**src/design/tpc_pkg.sv**
```systemverilog
package tpc_pkg;
    // Register offsets (16-bit register indices on the plain register port)
    localparam logic [3:0] ADDR_CTRL   = 4'h0;
    localparam logic [3:0] ADDR_COUNT  = 4'h1;
    localparam logic [3:0] ADDR_RELOAD = 4'h2;
    localparam logic [3:0] ADDR_PWM    = 4'h3;
    localparam logic [3:0] ADDR_STATUS = 4'h4;
    localparam logic [3:0] ADDR_MASK   = 4'h5;

    // Control register field positions
    localparam int CTRL_EN_BIT    = 0;
    localparam int CTRL_POL_BIT   = 1;
    localparam int CTRL_MODE_LSB  = 2;
    localparam int CTRL_PRE_LSB   = 4;

    // Status / mask bit positions
    localparam int EV_CAPTURE = 0;
    localparam int EV_RELOAD  = 1;
    localparam int EV_COMPARE = 2;
    localparam int EV_W       = 3;

    localparam logic [15:0] COUNT_START = 16'h0001;
    localparam logic [15:0] RELOAD_RST  = 16'hffff;
    localparam logic [15:0] ZERO16      = 16'h0000;

    typedef enum logic [1:0] {
        TPC_MODE_PWM,
        TPC_MODE_CAPTURE,
        TPC_MODE_CAPCMP,
        TPC_MODE_RSVD
    } tpc_mode_e;

    typedef struct packed {
        logic [2:0] prescale;
        tpc_mode_e  mode;
        logic       timer_polarity_select;
        logic       enable;
    } tpc_ctrl_s;

    typedef struct packed {
        logic capture;
        logic reload;
        logic compare;
    } tpc_event_s;
endpackage

```
**src/design/tpc_timer.sv**
```systemverilog
// Decided for this implementation: the address map and the address-and-strobe port.
`timescale 1ns/1ps
// What this block does
// - PWM period equals reload times prescale in system clocks.
// - Non-0001H start count gives a one-shot first PWM period.
// - Polarity clear: output high for (reload minus PWM) of reload.
// - Polarity set: output high for PWM value of reload.
// - Capture copies the count into the PWM value register.
// - Capture counts prescaled clock ticks; polarity selects rising or falling edge.
// - Capture mode: a capture event interrupts without stopping or reloading the counter.
// - Capture mode: reaching reload interrupts and counting continues.
// - That first starting edge raises no interrupt.
// - Later edges capture, interrupt, restart count at 0001H.
// - Reaching compare value without capture interrupts, restarts at 0001H.
// - Elapsed time is (capture minus start) times prescale clocks.
// - Reading the count never disturbs counting.
module tpc_timer #(
    parameter int PRE_W = 3
) (
    input  wire logic        clock,
    input  wire logic        resetn,
    input  wire logic [3:0]  reg_addr,
    input  wire logic [15:0] reg_wdata,
    input  wire logic        reg_write,
    input  wire logic        reg_read,
    output logic      [15:0] reg_rdata,
    input  wire logic        timer_in,
    output logic             timer_out,
    output logic             irq
);
    tpc_pkg::tpc_ctrl_s ctrl;
    logic [15:0]        count;
    logic [15:0]        reload;
    logic [15:0]        pwm_value;
    logic [2:0]         status;
    logic [2:0]         mask;
    logic               started;
    logic               pwm_active;
    logic               tick;
    logic               edge_seen;
    tpc_pkg::tpc_event_s ev;
    logic [2:0]         ev_bits;
    logic [15:0]        next_count;
    logic               next_capture;
    logic               run;
    logic [15:0]        capture_value;
    logic [2:0]         next_status;
    logic               pwm_mode;
    logic               capture_mode;
    logic               capcmp_mode;

    function automatic logic hit(input logic [3:0] a, input logic [3:0] o);
        return a == o;
    endfunction

    function automatic logic [2:0] next_status_irq(input logic [2:0] s, input logic w,
                                                    input logic [2:0] c, input logic [2:0] e);
        return (s & ~(w ? c : 3'h0)) | e;
    endfunction

    // Shared mode decode: a mode only counts as running while enabled
    function automatic logic mode_on(input tpc_pkg::tpc_ctrl_s c,
                                     input tpc_pkg::tpc_mode_e m);
        return c.enable && (c.mode == m);
    endfunction

    wire wr_ctrl   = reg_write && hit(reg_addr, tpc_pkg::ADDR_CTRL);
    wire wr_count  = reg_write && hit(reg_addr, tpc_pkg::ADDR_COUNT);
    wire wr_reload = reg_write && hit(reg_addr, tpc_pkg::ADDR_RELOAD);
    wire wr_pwm    = reg_write && hit(reg_addr, tpc_pkg::ADDR_PWM);
    wire wr_status = reg_write && hit(reg_addr, tpc_pkg::ADDR_STATUS);
    wire wr_mask   = reg_write && hit(reg_addr, tpc_pkg::ADDR_MASK);

    assign pwm_mode     = mode_on(ctrl, tpc_pkg::TPC_MODE_PWM);
    assign capture_mode = mode_on(ctrl, tpc_pkg::TPC_MODE_CAPTURE);
    assign capcmp_mode  = mode_on(ctrl, tpc_pkg::TPC_MODE_CAPCMP);

    // capture/compare counter held until its first edge; that edge
    // already starts the prescaler, so no clock of elapsed time is lost
    assign run = pwm_mode || capture_mode || (capcmp_mode && (started || edge_seen));

    tpc_prescaler #(.SEL_W(PRE_W)) u_pre (
        .clock  (clock),
        .resetn (resetn),
        .run    (run),
        .sel    (ctrl.prescale),
        .tick   (tick)
    );

    tpc_edge_detect u_edge (
        .clock     (clock),
        .resetn    (resetn),
        .timer_in  (timer_in),
        .falling   (ctrl.timer_polarity_select),
        .edge_seen (edge_seen)
    );

    always_ff @(posedge clock or negedge resetn) begin
        if (!resetn) begin
            ctrl <= '{prescale: '0, mode: tpc_pkg::TPC_MODE_PWM,
                      timer_polarity_select: 1'b0, enable: 1'b0};
        end else if (wr_ctrl) begin
            ctrl.enable                <= reg_wdata[tpc_pkg::CTRL_EN_BIT];
            ctrl.timer_polarity_select <= reg_wdata[tpc_pkg::CTRL_POL_BIT];
            // mode and prescale locked while enabled
            if (!ctrl.enable) begin
                ctrl.mode     <= tpc_pkg::tpc_mode_e'(reg_wdata[tpc_pkg::CTRL_MODE_LSB +: 2]);
                ctrl.prescale <= reg_wdata[tpc_pkg::CTRL_PRE_LSB +: PRE_W];
            end
        end
    end

    always_ff @(posedge clock or negedge resetn) begin
        if (!resetn) begin
            reload <= tpc_pkg::RELOAD_RST;
        end else if (wr_reload) begin
            reload <= reg_wdata;
        end
    end

    // Event decode and next count
    always_comb begin
        ev         = '0;
        next_count = count;
        next_capture = 1'b0;
        if (ctrl.enable) begin
            unique case (ctrl.mode)
                tpc_pkg::TPC_MODE_PWM: begin
                    if (tick) begin
                        // wrap at reload back to 0001H
                        if (count >= reload) begin
                            next_count = tpc_pkg::COUNT_START;
                            ev.reload  = 1'b1;
                        end else begin
                            next_count = 16'(count + 16'h0001);
                        end
                    end
                end
                tpc_pkg::TPC_MODE_CAPTURE: begin
                    if (edge_seen) begin
                        next_capture = 1'b1;
                        ev.capture   = 1'b1;
                    end
                    if (tick) begin
                        // reload match interrupts, count goes on
                        if (count == reload) begin
                            ev.reload = 1'b1;
                        end
                        next_count = 16'(count + 16'h0001);
                    end
                end
                tpc_pkg::TPC_MODE_CAPCMP: begin
                    if (started && edge_seen) begin
                        next_capture = 1'b1;
                        ev.capture   = 1'b1;
                        next_count   = tpc_pkg::COUNT_START;
                    end else if (started && tick) begin
                        if (count == reload) begin
                            ev.compare = 1'b1;
                            next_count = tpc_pkg::COUNT_START;
                        end else begin
                            next_count = 16'(count + 16'h0001);
                        end
                    end
                end
                default: begin
                    next_count = count;
                end
            endcase
        end
    end

    always_comb begin
        ev_bits                      = '0;
        ev_bits[tpc_pkg::EV_CAPTURE] = ev.capture;
        ev_bits[tpc_pkg::EV_RELOAD]  = ev.reload;
        ev_bits[tpc_pkg::EV_COMPARE] = ev.compare;
    end

    // first edge only starts counting, no event
    always_ff @(posedge clock or negedge resetn) begin
        if (!resetn) begin
            started <= 1'b0;
        end else if (!capcmp_mode) begin
            started <= 1'b0;
        end else if (edge_seen) begin
            started <= 1'b1;
        end
    end

    always_ff @(posedge clock or negedge resetn) begin
        if (!resetn) begin
            count <= tpc_pkg::COUNT_START;
        end else if (wr_count) begin
            count <= reg_wdata;
        end else begin
            count <= next_count;
        end
    end

    // capture includes the step landing on this edge
    // so capture minus start equals the ticks between the two edges
    assign capture_value = tick ? 16'(count + 16'h0001) : count;

    always_ff @(posedge clock or negedge resetn) begin
        if (!resetn) begin
            pwm_value <= tpc_pkg::ZERO16;
        end else if (next_capture) begin
            pwm_value <= capture_value;
        end else if (wr_pwm) begin
            pwm_value <= reg_wdata;
        end
    end

    // active from PWM match until reload
    always_ff @(posedge clock or negedge resetn) begin
        if (!resetn) begin
            pwm_active <= 1'b0;
        end else if (!pwm_mode) begin
            pwm_active <= 1'b0;
        end else if (ev.reload) begin
            pwm_active <= 1'b0;
        end else if (tick && count == pwm_value) begin
            pwm_active <= 1'b1;
        end
    end

    // polarity picks which phase drives high
    always_ff @(posedge clock or negedge resetn) begin
        if (!resetn) begin
            timer_out <= 1'b0;
        end else if (pwm_mode) begin
            timer_out <= ctrl.timer_polarity_select ? ~pwm_active : pwm_active;
        end else begin
            timer_out <= ctrl.timer_polarity_select;
        end
    end

    // Set wins over a same-cycle write-one clear
    assign next_status = next_status_irq(status, wr_status,
                                         reg_wdata[tpc_pkg::EV_W-1:0], ev_bits);

    always_ff @(posedge clock or negedge resetn) begin
        if (!resetn) begin
            status <= '0;
        end else begin
            status <= next_status;
        end
    end

    always_ff @(posedge clock or negedge resetn) begin
        if (!resetn) begin
            mask <= '0;
        end else if (wr_mask) begin
            mask <= reg_wdata[tpc_pkg::EV_W-1:0];
        end
    end

    // Built from the next status so the line rises on the edge that sets the flag
    always_ff @(posedge clock or negedge resetn) begin
        if (!resetn) begin
            irq <= 1'b0;
        end else begin
            irq <= |(next_status & mask);
        end
    end

    always_ff @(posedge clock or negedge resetn) begin
        if (!resetn) begin
            reg_rdata <= tpc_pkg::ZERO16;
        end else if (reg_read) begin
            unique case (reg_addr)
                tpc_pkg::ADDR_CTRL:   reg_rdata <= 16'({ctrl.prescale, 2'(ctrl.mode),
                                                       ctrl.timer_polarity_select, ctrl.enable});
                tpc_pkg::ADDR_COUNT:  reg_rdata <= count;
                tpc_pkg::ADDR_RELOAD: reg_rdata <= reload;
                tpc_pkg::ADDR_PWM:    reg_rdata <= pwm_value;
                tpc_pkg::ADDR_STATUS: reg_rdata <= 16'(status);
                tpc_pkg::ADDR_MASK:   reg_rdata <= 16'(mask);
                default:              reg_rdata <= tpc_pkg::ZERO16;
            endcase
        end else begin
            reg_rdata <= tpc_pkg::ZERO16;
        end
    end
endmodule // tpc_timer

```
**src/design/tpc_prescaler.sv**
```systemverilog
`timescale 1ns/1ps
// Divides the system clock by 2**sel; tick is a one-cycle pulse.
module tpc_prescaler #(
    parameter int SEL_W = 3
) (
    input  wire logic             clock,
    input  wire logic             resetn,
    input  wire logic             run,
    input  wire logic [SEL_W-1:0] sel,
    output logic                  tick
);
    localparam int DIV_W = (1 << SEL_W) - 1;

    logic [DIV_W-1:0] div;
    logic [DIV_W-1:0] limit;

    always_comb begin
        limit = DIV_W'((DIV_W'(1) << sel) - DIV_W'(1));
    end

    // Divider held cleared while stopped so each run starts phase-aligned
    always_ff @(posedge clock or negedge resetn) begin
        if (!resetn) begin
            div  <= '0;
            tick <= 1'b0;
        end else if (!run) begin
            div  <= '0;
            tick <= 1'b0;
        end else if (div == limit) begin
            div  <= '0;
            tick <= 1'b1;
        end else begin
            div  <= DIV_W'(div + DIV_W'(1));
            tick <= 1'b0;
        end
    end
endmodule // tpc_prescaler

```
**src/design/tpc_edge_detect.sv**
```systemverilog
`timescale 1ns/1ps
// Flags the polarity-selected transition of the timer input.
module tpc_edge_detect (
    input  wire logic clock,
    input  wire logic resetn,
    input  wire logic timer_in,
    input  wire logic falling,
    output logic      edge_seen
);
    logic last_in;
    logic primed;

    // The first sample after reset only fills the history, so a pin
    // that idles high is not taken for a rising edge
    always_ff @(posedge clock or negedge resetn) begin
        if (!resetn) begin
            last_in   <= 1'b0;
            primed    <= 1'b0;
            edge_seen <= 1'b0;
        end else begin
            last_in   <= timer_in;
            primed    <= 1'b1;
            edge_seen <= primed &&
                         (falling ? (last_in & ~timer_in) : (~last_in & timer_in));
        end
    end
endmodule // tpc_edge_detect

```
**config.mk**
```make
export PLATFORM = sky130hd
export DESIGN_NAME = tpc_timer
export DESIGN_NICKNAME = d
export VERILOG_FILES = /design/src/design/tpc_pkg.sv /design/src/design/tpc_timer.sv /design/src/design/tpc_prescaler.sv /design/src/design/tpc_edge_detect.sv
export SDC_FILE = /design/constraint.sdc
export NUM_CORES = 1
export LEC_CHECK = 0
export ABC_CLOCK_PERIOD_IN_PS = 3300
export BUFFER_PORTS_ARGS = -buffer_cell sky130_fd_sc_hd__buf_4
export CAP_MARGIN = 10
export CORE_ASPECT_RATIO = 1.2
export CORE_MARGIN = 2
export CORE_UTILIZATION = 61
export CTS_CLUSTER_SIZE = 30
export DETAILED_ROUTE_END_ITERATION = 12
export PLACE_DENSITY = 0.82
export SYNTH_ARGS = -nofsm -noshare
export SYNTH_HDL_FRONTEND = slang
export SYNTH_HIERARCHICAL = 1
export SYNTH_SLANG_ARGS = --single-unit
```
**constraint.sdc**
```tcl
create_clock -name clock -period 3.3 [get_ports clock]
set_input_delay 0.33 -clock clock [delete_from_list [all_inputs] [get_ports clock]]
set_output_delay 0.33 -clock clock [all_outputs]
set_load 0.1 [all_outputs]
```
==> summary.md, run 1 <==
The flow ran to the end, and the final reports show no timing, DRC or antenna violations. The vertical extent of the die came out at 113 um. The run gives 4 as the number of detailed-routing iterations run before antenna repair. TritonCTS built the clock tree. The number of warnings reported in the yosys synthesis log was 6. Data on the critical path is required at its endpoint by 3.53 ns.

The number of nets in the synthesized netlist is 692. At the pin with the least slew margin, the transition time is 0.625 ns. Compared with the post-synthesis result, the final layout area differs by 11.7%.

The fraction of registers with async set/reset was 1.00. After the last flow step, the layout net total stands at 720. The element type at the critical path end is a register. Insertion delay to the later sink of the worst-skew pair: 0.35 ns.

For the pre-CTS worst setup slack, the log shows 0.515 ns. Across all setup checks in the final design, the least slack found is 0.452 ns. The total area inside the core boundary comes to 0.00956 sq mm. The worst reg-to-reg path cell count came out at 7. The tree is rooted in a clkbuf_16. Setup violations remaining at the end of the flow were counted as 0. The number of maximum-capacitance constraint violations was 0; the maximum number of pins on one net before global-route repair was 38. After synthesis, the netlist uses 78 different library cells. The count of unresolved DRC violations after routing is 0. The dominant register cell in the synthesized netlist was dfrtp_1. The total CTS buffers was 9. The logs give 1 for the number of buffers inserted by hold repair at cts and 0.0107 sq mm for the area of the die. After detailed routing, the number of vias per cell comes to 6.57.

In this run the remaining antenna-violating nets after routing total 0. 0 antenna diodes ended up in the layout. The type of element launching the critical path is a register. The count of final hold-check violations was 0; the number of buffers added for setup after CTS was 0. Of all nets on the critical path, the largest fanout is 10.

The tree built by TritonCTS fans out to 92 sinks. The tools report the sink of the worst hold path as u_edge/last_in. The smallest clock period supported by the final layout is computed as 2.85 ns. The run gives 17.2 mm as the total wire length after detailed routing. For the routed via count, the log shows 5267. The synthesized area per cell came out at 9.34 sq um. Total negative slack: 0 ns.

The worst register-to-register path ends at irq. The run gives 3.08 ns as the critical path arrival. In the final routed layout, each cell accounts on average for 21.4 um.

The logs give 0 for the final number of max-transition violations and 0.00603 sq mm for the synthesized area. In this run the most critical hold path is launched from timer_in. In this run the register-to-register setup slack is 0.45 ns.

Synthesis inferred 92 register bits. The leakage power was 0.00293 uW; the global-route wire length before repair was 27.6 mm. The sequential cell area fraction in the yosys report is 0.385.

The worst register-to-register path begins at count[5]. Input and output buffers added on the ports amount to 42. For the final database, setup skew stands at 0.00538 ns. The run gives 39 as the row count. Synthesis handed over a netlist of 646 instances. The horizontal extent of the die came out at 94.8 um.

The number of antenna violations at the first check in global routing is 0, and the number of primary I/O pins is 43. Power spread over the standard cell area amounts to 766 mW/mm^2. The fraction of final layout cells with drive strength greater than 1 was 0.193.

Summing internal, switching and leakage power gives 5160 uW. The HPWL after detailed placement is 12.2 mm, and the number of enable-type register cells in the synthesized netlist is 0. Routability-driven placement finished with a final weighted congestion of 0.974. Across the VDD grid, the largest voltage drop is 0.373 mV. The run gives 0.705 as the utilization after layout.

The critical path is of the reg -> reg type. The worst relative slew slack is 0.583. Setup repair after global routing left no endpoint under its margin. Global routing finished with a remaining overflow of 0.

In this run, post-CTS repair resized a total of 0 instances. The CTS clock-pin slew for the worst setup and hold paths was 0.06 ns. The initial cell density of the core is 0.631, and the violation count after the first detailed-route iteration is 423. The clock tree buffer depth is 2. The min-delay analysis places its worst path in the category in -> reg.

The logs give 0.339 for the aggregate global-route resource usage and 3 for the total number of H-tree levels. The via count of the first global-routing pass was 5258; the post-route clock period utilization was 0.863. Static timing analysis puts the maximum clock frequency at 351 MHz. The number of stages on the worst hold path is 1.
-- cell usage in the layout, fill, tap and decap left out, types with 5 or more instances in the layout --
| cell | count |
|---|---|
| dfstp_2 | 17 |
| nand4_1 | 15 |
| a211oi_1 | 11 |
| a22oi_1 | 23 |
| xnor2_1 | 38 |
| nand2_1 | 78 |
| nor2_1 | 37 |
| o21ai_1 | 10 |
| clkbuf_16 | 9 |
| a221o_1 | 5 |
| and3_1 | 12 |
| buf_4 | 65 |
| nand3_1 | 19 |
| dfrtp_1 | 75 |
| a21oi_1 | 22 |
| mux4_2 | 7 |
| a21o_1 | 5 |
| mux2_2 | 13 |
| ha_1 | 21 |
| inv_1 | 22 |
| o21ai_0 | 50 |
| mux2i_1 | 16 |
| xor2_1 | 13 |
| nand2b_1 | 5 |
-- state kept, by name, indices dropped and copies added, names as in the netlist, 3 cells and up --
name and flops:
count 16, reg_rdata 16, ctrl 7, reload 16
pwm_value 16, status 3, u_pre/div 7, mask 3
-- worst max-delay path by stage --
stage	startpoint	end	slack (ns)	depth (start not counted)
after floorplan	count[0]	count[6]	0.82	9
after global placement	reload[5]	irq	0.58	8
after detailed placement	count[5]	irq	0.52	7
after CTS	count[5]	irq	0.50	7
after global routing	count[5]	irq	0.33	7
final	count[5]	irq	0.45	7
-- kinds of logic (layout without fill, tap and decap cells) --
group / count (synthesis) / after routing / share of synthesized area
AO/OA/AOI/OAI: 169 / 169 / 0.191
XOR/XNOR: 51 / 51 / 0.0741
adder cells (fa/ha/maj): 21 / 21 / 0.0436
buffers and inverters: 74 / 107 / 0.0587
flip-flops: 92 / 92 / 0.385
multiplexers: 39 / 39 / 0.0826
other: 1 / 1 / 0.000622
AND/OR/NAND/NOR: 199 / 199 / 0.165
-- critical path, stage by stage, from the launching register on --
cell      delay, ns
dfrtp_1        0.51
ha_1           0.39
a211oi_1       0.28
o221ai_1       0.20
a211oi_2       0.33
and3_1         0.53
nor3_2         0.13
a221o_1        0.36
-- cell usage after synthesis (all sizes together), types with 4 or more instances --
cell type | instances | area (sq um)
ha | 21 | 263
dfrtp | 75 | 1880
xnor2 | 38 | 333
nand2b | 5 | 31.3
a211oi | 12 | 95.1
a22oi | 24 | 185
a221o | 5 | 50.1
and4 | 4 | 35.0
o21ai | 60 | 300
nand3 | 19 | 95.1
clkbuf | 21 | 78.8
nor3 | 5 | 30.0
nand2 | 78 | 293
nand4 | 17 | 128
buf | 28 | 181
nor2b | 4 | 25.0
and3 | 12 | 75.1
mux2 | 16 | 180
o31ai | 4 | 30.0
xor2 | 13 | 114
a21oi | 24 | 131
mux4 | 7 | 158
nor2 | 38 | 145
inv | 23 | 86.3
and2 | 4 | 25.0
a21o | 5 | 37.5
mux2i | 16 | 160
dfstp | 17 | 447
-- power breakdown --
group / internal, uW / total (uW) / switching [uW] / leakage, uW
logic: 923 / 2290 / 1370 / 0.00164
registers: 1450 / 1790 / 343 / 0.00115
clock network: 630 / 1080 / 449 / 0.000148
total: 3000 / 5160 / 2160 / 0.00293
-- cell type report --
cell class | count | area (sq um)
inverters | 25 | 93.8
fillers | 775 | 2830
clock buffers | 11 | 253
repair buffers | 66 | 498
flip-flops and latches | 92 | 2320
well taps | 123 | 154
clock inverters | 5 | 58.8
multi-input cells | 480 | 3360
-- through the flow --
stage	hold slack, ns	area (sq um)	cells
2_1_floorplan	0.0344	6030	646
3_3_place_gp	0.250	6420	785
3_5_place_dp	0.249	6420	785
4_1_cts	0.103	6740	802
5_1_grt	0.0956	6740	802
6_report	0.105	6740	802
-- layer usage --
layer / global-route usage / part of all wire
met5: 0 / 0
met4: 0.158 / 0.033
met3: 0.0419 / 0.062
met2: 0.570 / 0.51
met1: 0.431 / 0.40
(Power assumes the default switching activity.)
==> run 2, diff against run 1 <==
Settings changed: PLACE_DENSITY 0.82 to 0.8.
==> run 2 against run 1 <==
  * Clock power down 9%
  * Largest power group unchanged
  * Count of clock-buffer cells in the layout unchanged
  * Final area down 0.91%
==> summary.md, run 2 (same netlist as run 1, synthesis figures left out) <==
The flow ran to the end, and the final reports show no timing, DRC or antenna violations. The slew at the pin closest to its max-slew limit works out to 0.639 ns. The run gives 0 as the final global-route overflow total. In this run the horizontal extent of the chip is 94.8 um. Of all nets on the critical path, the largest fanout is 10. For the number of maximum-capacitance constraint violations, the log shows 0.

Using the TritonRoute via totals, the vias-per-cell ratio works out to 6.54. In the final routed layout, each cell accounts on average for 21.4 um. The total number of H-tree levels came out at 3. For the number of primary I/O pins, the log shows 43.

The worst setup path is launched from a register. The vertical extent of the die came out at 113 um. Path category of the worst min-delay check: in -> reg.

Across all setup checks in the final design, the least slack found is 0.394 ns. Setup repair after global routing left no endpoint under its margin. The fraction of final layout cells with drive strength greater than 1 is 0.187, and the final count of negative-setup-slack endpoints is 0.

The repair_antennas step left the layout with diodes totalling 0. STA classifies the critical path endpoint as a register. The aggregate global-route resource usage was 0.336. In the routed design, unresolved DRC markers number 0. For the worst setup path, the data arrival time is 3.14 ns. The clock reaches the later pin of the worst-skew pair after 0.35 ns. Post-CTS timing repair inserted 0 buffers for setup. Leaving out fill and tap cells, the most frequent cells in the layout are nand2_1, dfrtp_1, buf_4. The violation count after the first detailed-route iteration came out at 319.

The count of nets left with antenna violations once routing finished came out at 0. The fmax came out at 344 MHz. The maximum number of pins on one net before global-route repair is 34. The minimum setup slack among reg-to-reg paths is 0.39 ns. The tools report the required time at the endpoint of the critical path as 3.53 ns. The library cell used most frequently in the layout, excluding fill and tap cells, is nand2_1.

Summed over all failing endpoints, the final setup total negative slack is 0 ns. TritonCTS built the clock tree. The run gives 5220 as the routed via count. The clock period could shrink to 2.91 ns. The run gives 0.514 mV as the worst-case vdd ir drop. Via count of the first global-routing pass: 5226. CTS saw 92 sinks.

The tools report the worst relative slew slack as 0.571. OpenSTA, run right after detailed placement, puts the worst setup slack at 0.423 ns. From synthesis to final layout, the design area changed by 10.7%.

The post-route clock period utilization works out to 0.881. The clock passes through at most 2 buffers. Category of the most critical setup path: reg -> reg.

In the final design database the tool counted 716 nets. The number of detailed-routing iterations run before antenna repair came out at 5. The routability-driven placement congestion ratio was 1.02; the global-route wire length before repair was 27.3 mm. The HPWL after detailed placement is 12.0 mm. For the number of antenna violations at the first check in global routing, the log shows 0.

The run gives 0.00289 uW as the leakage power. The final number of max-transition violations was 0; the total CTS buffers was 9. Summed over all layers, the routed wires come to 17.1 mm. The tightest hold path in the finished design has a slack of 0.115 ns. The core region is 0.00956 sq mm.

The tools report the root buffer selected by CTS as clkbuf_16. The die covers 0.0107 sq mm. Row generation in the floorplan step produced 39 rows.

For the clock tree skew after final layout, the log shows 0.0101 ns. The initial cell density of the core came out at 0.631. The number of instances resized during post-cts repair is 0, and the power density normalized to cell area is 750 mW/mm^2.

The count of final hold-check violations was 0. The number of port buffers is 42. The utilization after layout was 0.698; the CTS clock-pin slew for the worst setup and hold paths was 0.07 ns.
## run 2: cell count changes in the layout (fill, tap and decap cells not counted)
| cell | before | now |
|---|---|---|
| bufinv_16 | 1 | 0 |
| clkinv_4 | 0 | 2 |
| buf_4 | 65 | 61 |
| inv_6 | 1 | 0 |
| clkbuf_8 | 2 | 1 |
| clkbuf_1 | 0 | 1 |
## run 2: path summary, 6_finish.rpt
path                       startpoint        endpoint  depth (start not counted)
max                          count[5]             irq                          7
min                          timer_in  u_edge/last_in                          1
max reg2reg                  count[5]             irq                          7
min reg2reg                 reload[4]       reload[4]                          2
max in group asynchronous      resetn      reload[12]                          3
min in group asynchronous      resetn    reg_rdata[5]                          2
## run 2: final cells by class
type / count / area, sq um
Fill cell: 748 / 2890
Sequential cell: 92 / 2320
Clock buffer: 11 / 243
Timing Repair Buffer: 62 / 468
Clock inverter: 5 / 37.5
Tap cell: 123 / 154
Inverter: 25 / 93.8
Multi-Input combinational cell: 480 / 3360
## run 2: metrics by stage
stage,cell area [sq um],total power (uW),cells
floorplan,6030,3410,646
global placement,6390,3930,781
detailed placement,6390,3980,781
CTS,6680,4990,798
global route,6680,5320,798
finish,6680,5010,798
## run 2: report_power, final
part / internal (uW) / switching [uW]
clock: 533 / 446
combinational: 892 / 1310
sequential: 1450 / 377
total: 2880 / 2130
## run 2: timing repair
| item | 4_1_cts | 5_1_grt |
|---|---|---|
| hold endpoints to repair | 24 | 0 |
| setup endpoints to repair | 0 | 0 |
| hold buffers | 1 | 0 |
## run 2: worst max-delay path: stages, from the launching register on
cell	delay (ns)
dfrtp_1	0.52
ha_1	0.39
a211oi_1	0.30
o221ai_1	0.19
a211oi_2	0.36
and3_1	0.53
nor3_2	0.13
a221o_1	0.37
## run 2: per-layer routing
metal | up-vias | part of all wire | wire length [um] | GRT usage
met1 | 2583 | 0.42 | 7180 | 0.435
met2 | 206 | 0.49 | 8400 | 0.554
met3 | 53 | 0.043 | 740 | 0.0399
met5 | - | 0 | 0 | 0
met4 | 0 | 0.045 | 776 | 0.171
li1 | 2378 | - | - | -
==> run 3, diff against run 2 <==
Settings changed: RECOVER_POWER set to 100.
==> run 3 against run 2 <==
  * The run now ends with max-capacitance violations, max-slew violations left
  * Combinational power fell by 2%
  * Worst hold slack better by 0.033 ns
  * Routed wire length barely moved
  * Global-route usage is the same
  * Utilization down 1.5 points
  * Cell count is the same
  * Sequential power barely moved
  * Register-to-register slack worse by 0.04 ns
  * Clock skew barely moved
  * First-iteration DRC count is 15% higher
==> summary.md, run 3 (same netlist as run 1, synthesis figures left out) <==
For the violation count after the first detailed-route iteration, the log shows 367. For the pin with the worst max-slew slack, the measured transition is 1.51 ns. After layout, the design draws a total of 4950 uW. The number of maximum-capacitance constraint violations is 1, and the aggregate global-route resource usage is 0.336. Number of buffers inserted by hold repair at cts: 1. CTS saw 92 sinks. The tools report the worst hold path startpoint as timer_in. The net count of the finished layout is 716. The total area inside the core boundary comes to 0.00956 sq mm. The worst hold path belongs to the class in -> reg. TritonCTS built the clock tree. In the final timing run, aggregate negative setup slack is 0 ns. The final number of max-transition violations was 29; the routed via count was 5173. The clock passes through at most 2 buffers. The post-route clock period utilization was 0.892.

Across all hold checks on the routed design, the worst slack comes to 0.148 ns. Worst relative slew slack: -0.00760. Setup repair after global routing left no endpoint under its margin.

The run gives 5226 as the via count of the first global-routing pass. The category of the most critical setup path was reg -> reg. The most common library cell in the layout ignoring fill and taps is nand2_1. For this design the static power due to leakage is 0.00277 uW. Dividing the detail-routed via count by the number of cells gives 6.48.

The startpoint of the most critical register-to-register path is count[5]. After layout, the minimum clock period comes to 2.94 ns. Final global-route overflow total: 0. The run gives 4 as the number of detailed-routing iterations run before antenna repair. At the end of routability-driven placement, the weighted congestion stood at 1.02. The number of antenna diodes in the final layout is 0.

Once placement finished, the instance area stood at 0.00639 sq mm. Setup violations remaining at the end of the flow were counted as 0. Data arrives at the worst endpoint at 3.17 ns. The die is 94.8 um wide.

Input and output buffers added on the ports amount to 42. Once detailed placement completed, the half-perimeter wirelength came to 12.0 mm. Counting the buffers created by CTS gives 9.

The first global-routing pass estimated 27.3 mm of wire. The initial cell density of the core was 0.631; the required time at the endpoint of the critical path was 3.53 ns. The fmax is 340 MHz.

The vertical extent of the die was 113 um. The top cell types in the final layout, fill and taps aside, are nand2_1, dfrtp_1, o21ai_0. The tools report the count of unresolved DRC violations after routing as 0. The wire length per cell is 21.4 um, and the number of buffers added for setup after CTS is 0.

The H-tree generated during clock tree synthesis spans 3 levels. After layout, the worst setup slack is 0.357 ns. The tools report the type of element launching the critical path as a register.

The run gives 34 as the maximum number of pins on one net before global-route repair. In this run the clock root is driven by a clkbuf_16. Clock-pin slew was measured on the worst setup and hold paths at 0.07 ns. The tools report the row count as 39.

The flow ran to the end, but the final reports show violations. 43 I/O pins were placed. The number of antenna violations at the first check in global routing was 0; the antenna violation net count after detailed routing was 0. The area overhead of the layout relative to synthesis works out to 8.38%. The checks that failed: max-capacitance violations, max-slew violations.

The routed design has 17.1 mm of wire. The fraction of final layout cells with drive strength greater than 1 is 0.135, and the power density normalized to cell area is 758 mW/mm^2. The cell area after layout is 0.00654 sq mm, and the clock tree skew after final layout is 0.0105 ns. For the worst-skew pair, the clock arrives at the later sink with an insertion delay of 0.35 ns.

The start point of the critical path is count[5]. For the area of the die, the log shows 0.0107 sq mm. The layout has 784 filler cells.

For the number of instances resized during post-cts repair, the log shows 0. In this run the worst path has a maximum fanout of 10. Across the VDD grid, the largest voltage drop is 0.512 mV. The worst setup path is captured at a register.

The count of final hold-check violations was 0; the pre-CTS worst setup slack was 0.423 ns.
run 3: cell types whose count changed in the layout (fill, tap and decap cells not counted), moves of 2 or more:
cell,before,now
buf_4,61,29
clkbuf_1,1,31
clkbuf_2,0,2
o21ai_0,50,58
o21ai_1,10,2
run 3: final cells by class:
type / instances / area, sq um / area share
inverters: 25 / 93.8 / 0.0144
multi-input cells: 480 / 3340 / 0.510
repair buffers: 62 / 350 / 0.0536
flip-flops and latches: 92 / 2320 / 0.355
clock inverters: 5 / 37.5 / 0.00574
clock buffers: 11 / 243 / 0.0371
well taps: 123 / 154 / 0.0235
run 3: stage by stage:
step,util,instances
after floorplan,-,646
after global placement,0.668,781
after detailed placement,0.668,781
after CTS,0.698,798
after global routing,0.684,798
final,0.684,798
run 3: worst max-delay path, cell delays in order (launching register included):
cell      delay [ns]
dfrtp_1         0.51
ha_1            0.39
a211oi_1        0.30
o221ai_1        0.19
a211oi_2        0.36
and3_1          0.52
nor3_1          0.18
a221o_1         0.38
run 3: worst paths after layout:
| check | cells after the start | end | slack (ns) |
|---|---|---|---|
| min in group asynchronous | 2 | reg_rdata[5] | 0.88 |
| max in group asynchronous | 3 | count[6] | 0.86 |
| worst min-delay path | 1 | u_edge/last_in | 0.15 |
| worst max-delay path | 7 | irq | 0.36 |
| worst max register to register | 7 | irq | 0.36 |
| worst min register to register | 2 | reload[4] | 0.52 |
run 3: power by group:
group	total (uW)	switching, uW	internal, uW
Clock	978	445	533
Combinational	2150	1300	850
Sequential	1830	378	1450
Total	4950	2120	2830
run 3: routing by layer:
metal	routed length [um]	vias to the layer above	track usage
met5	0	-	0
met4	761	0	0.171
met3	847	51	0.0399
met2	8420	193	0.554
met1	7090	2552	0.435
li1	-	2377	-
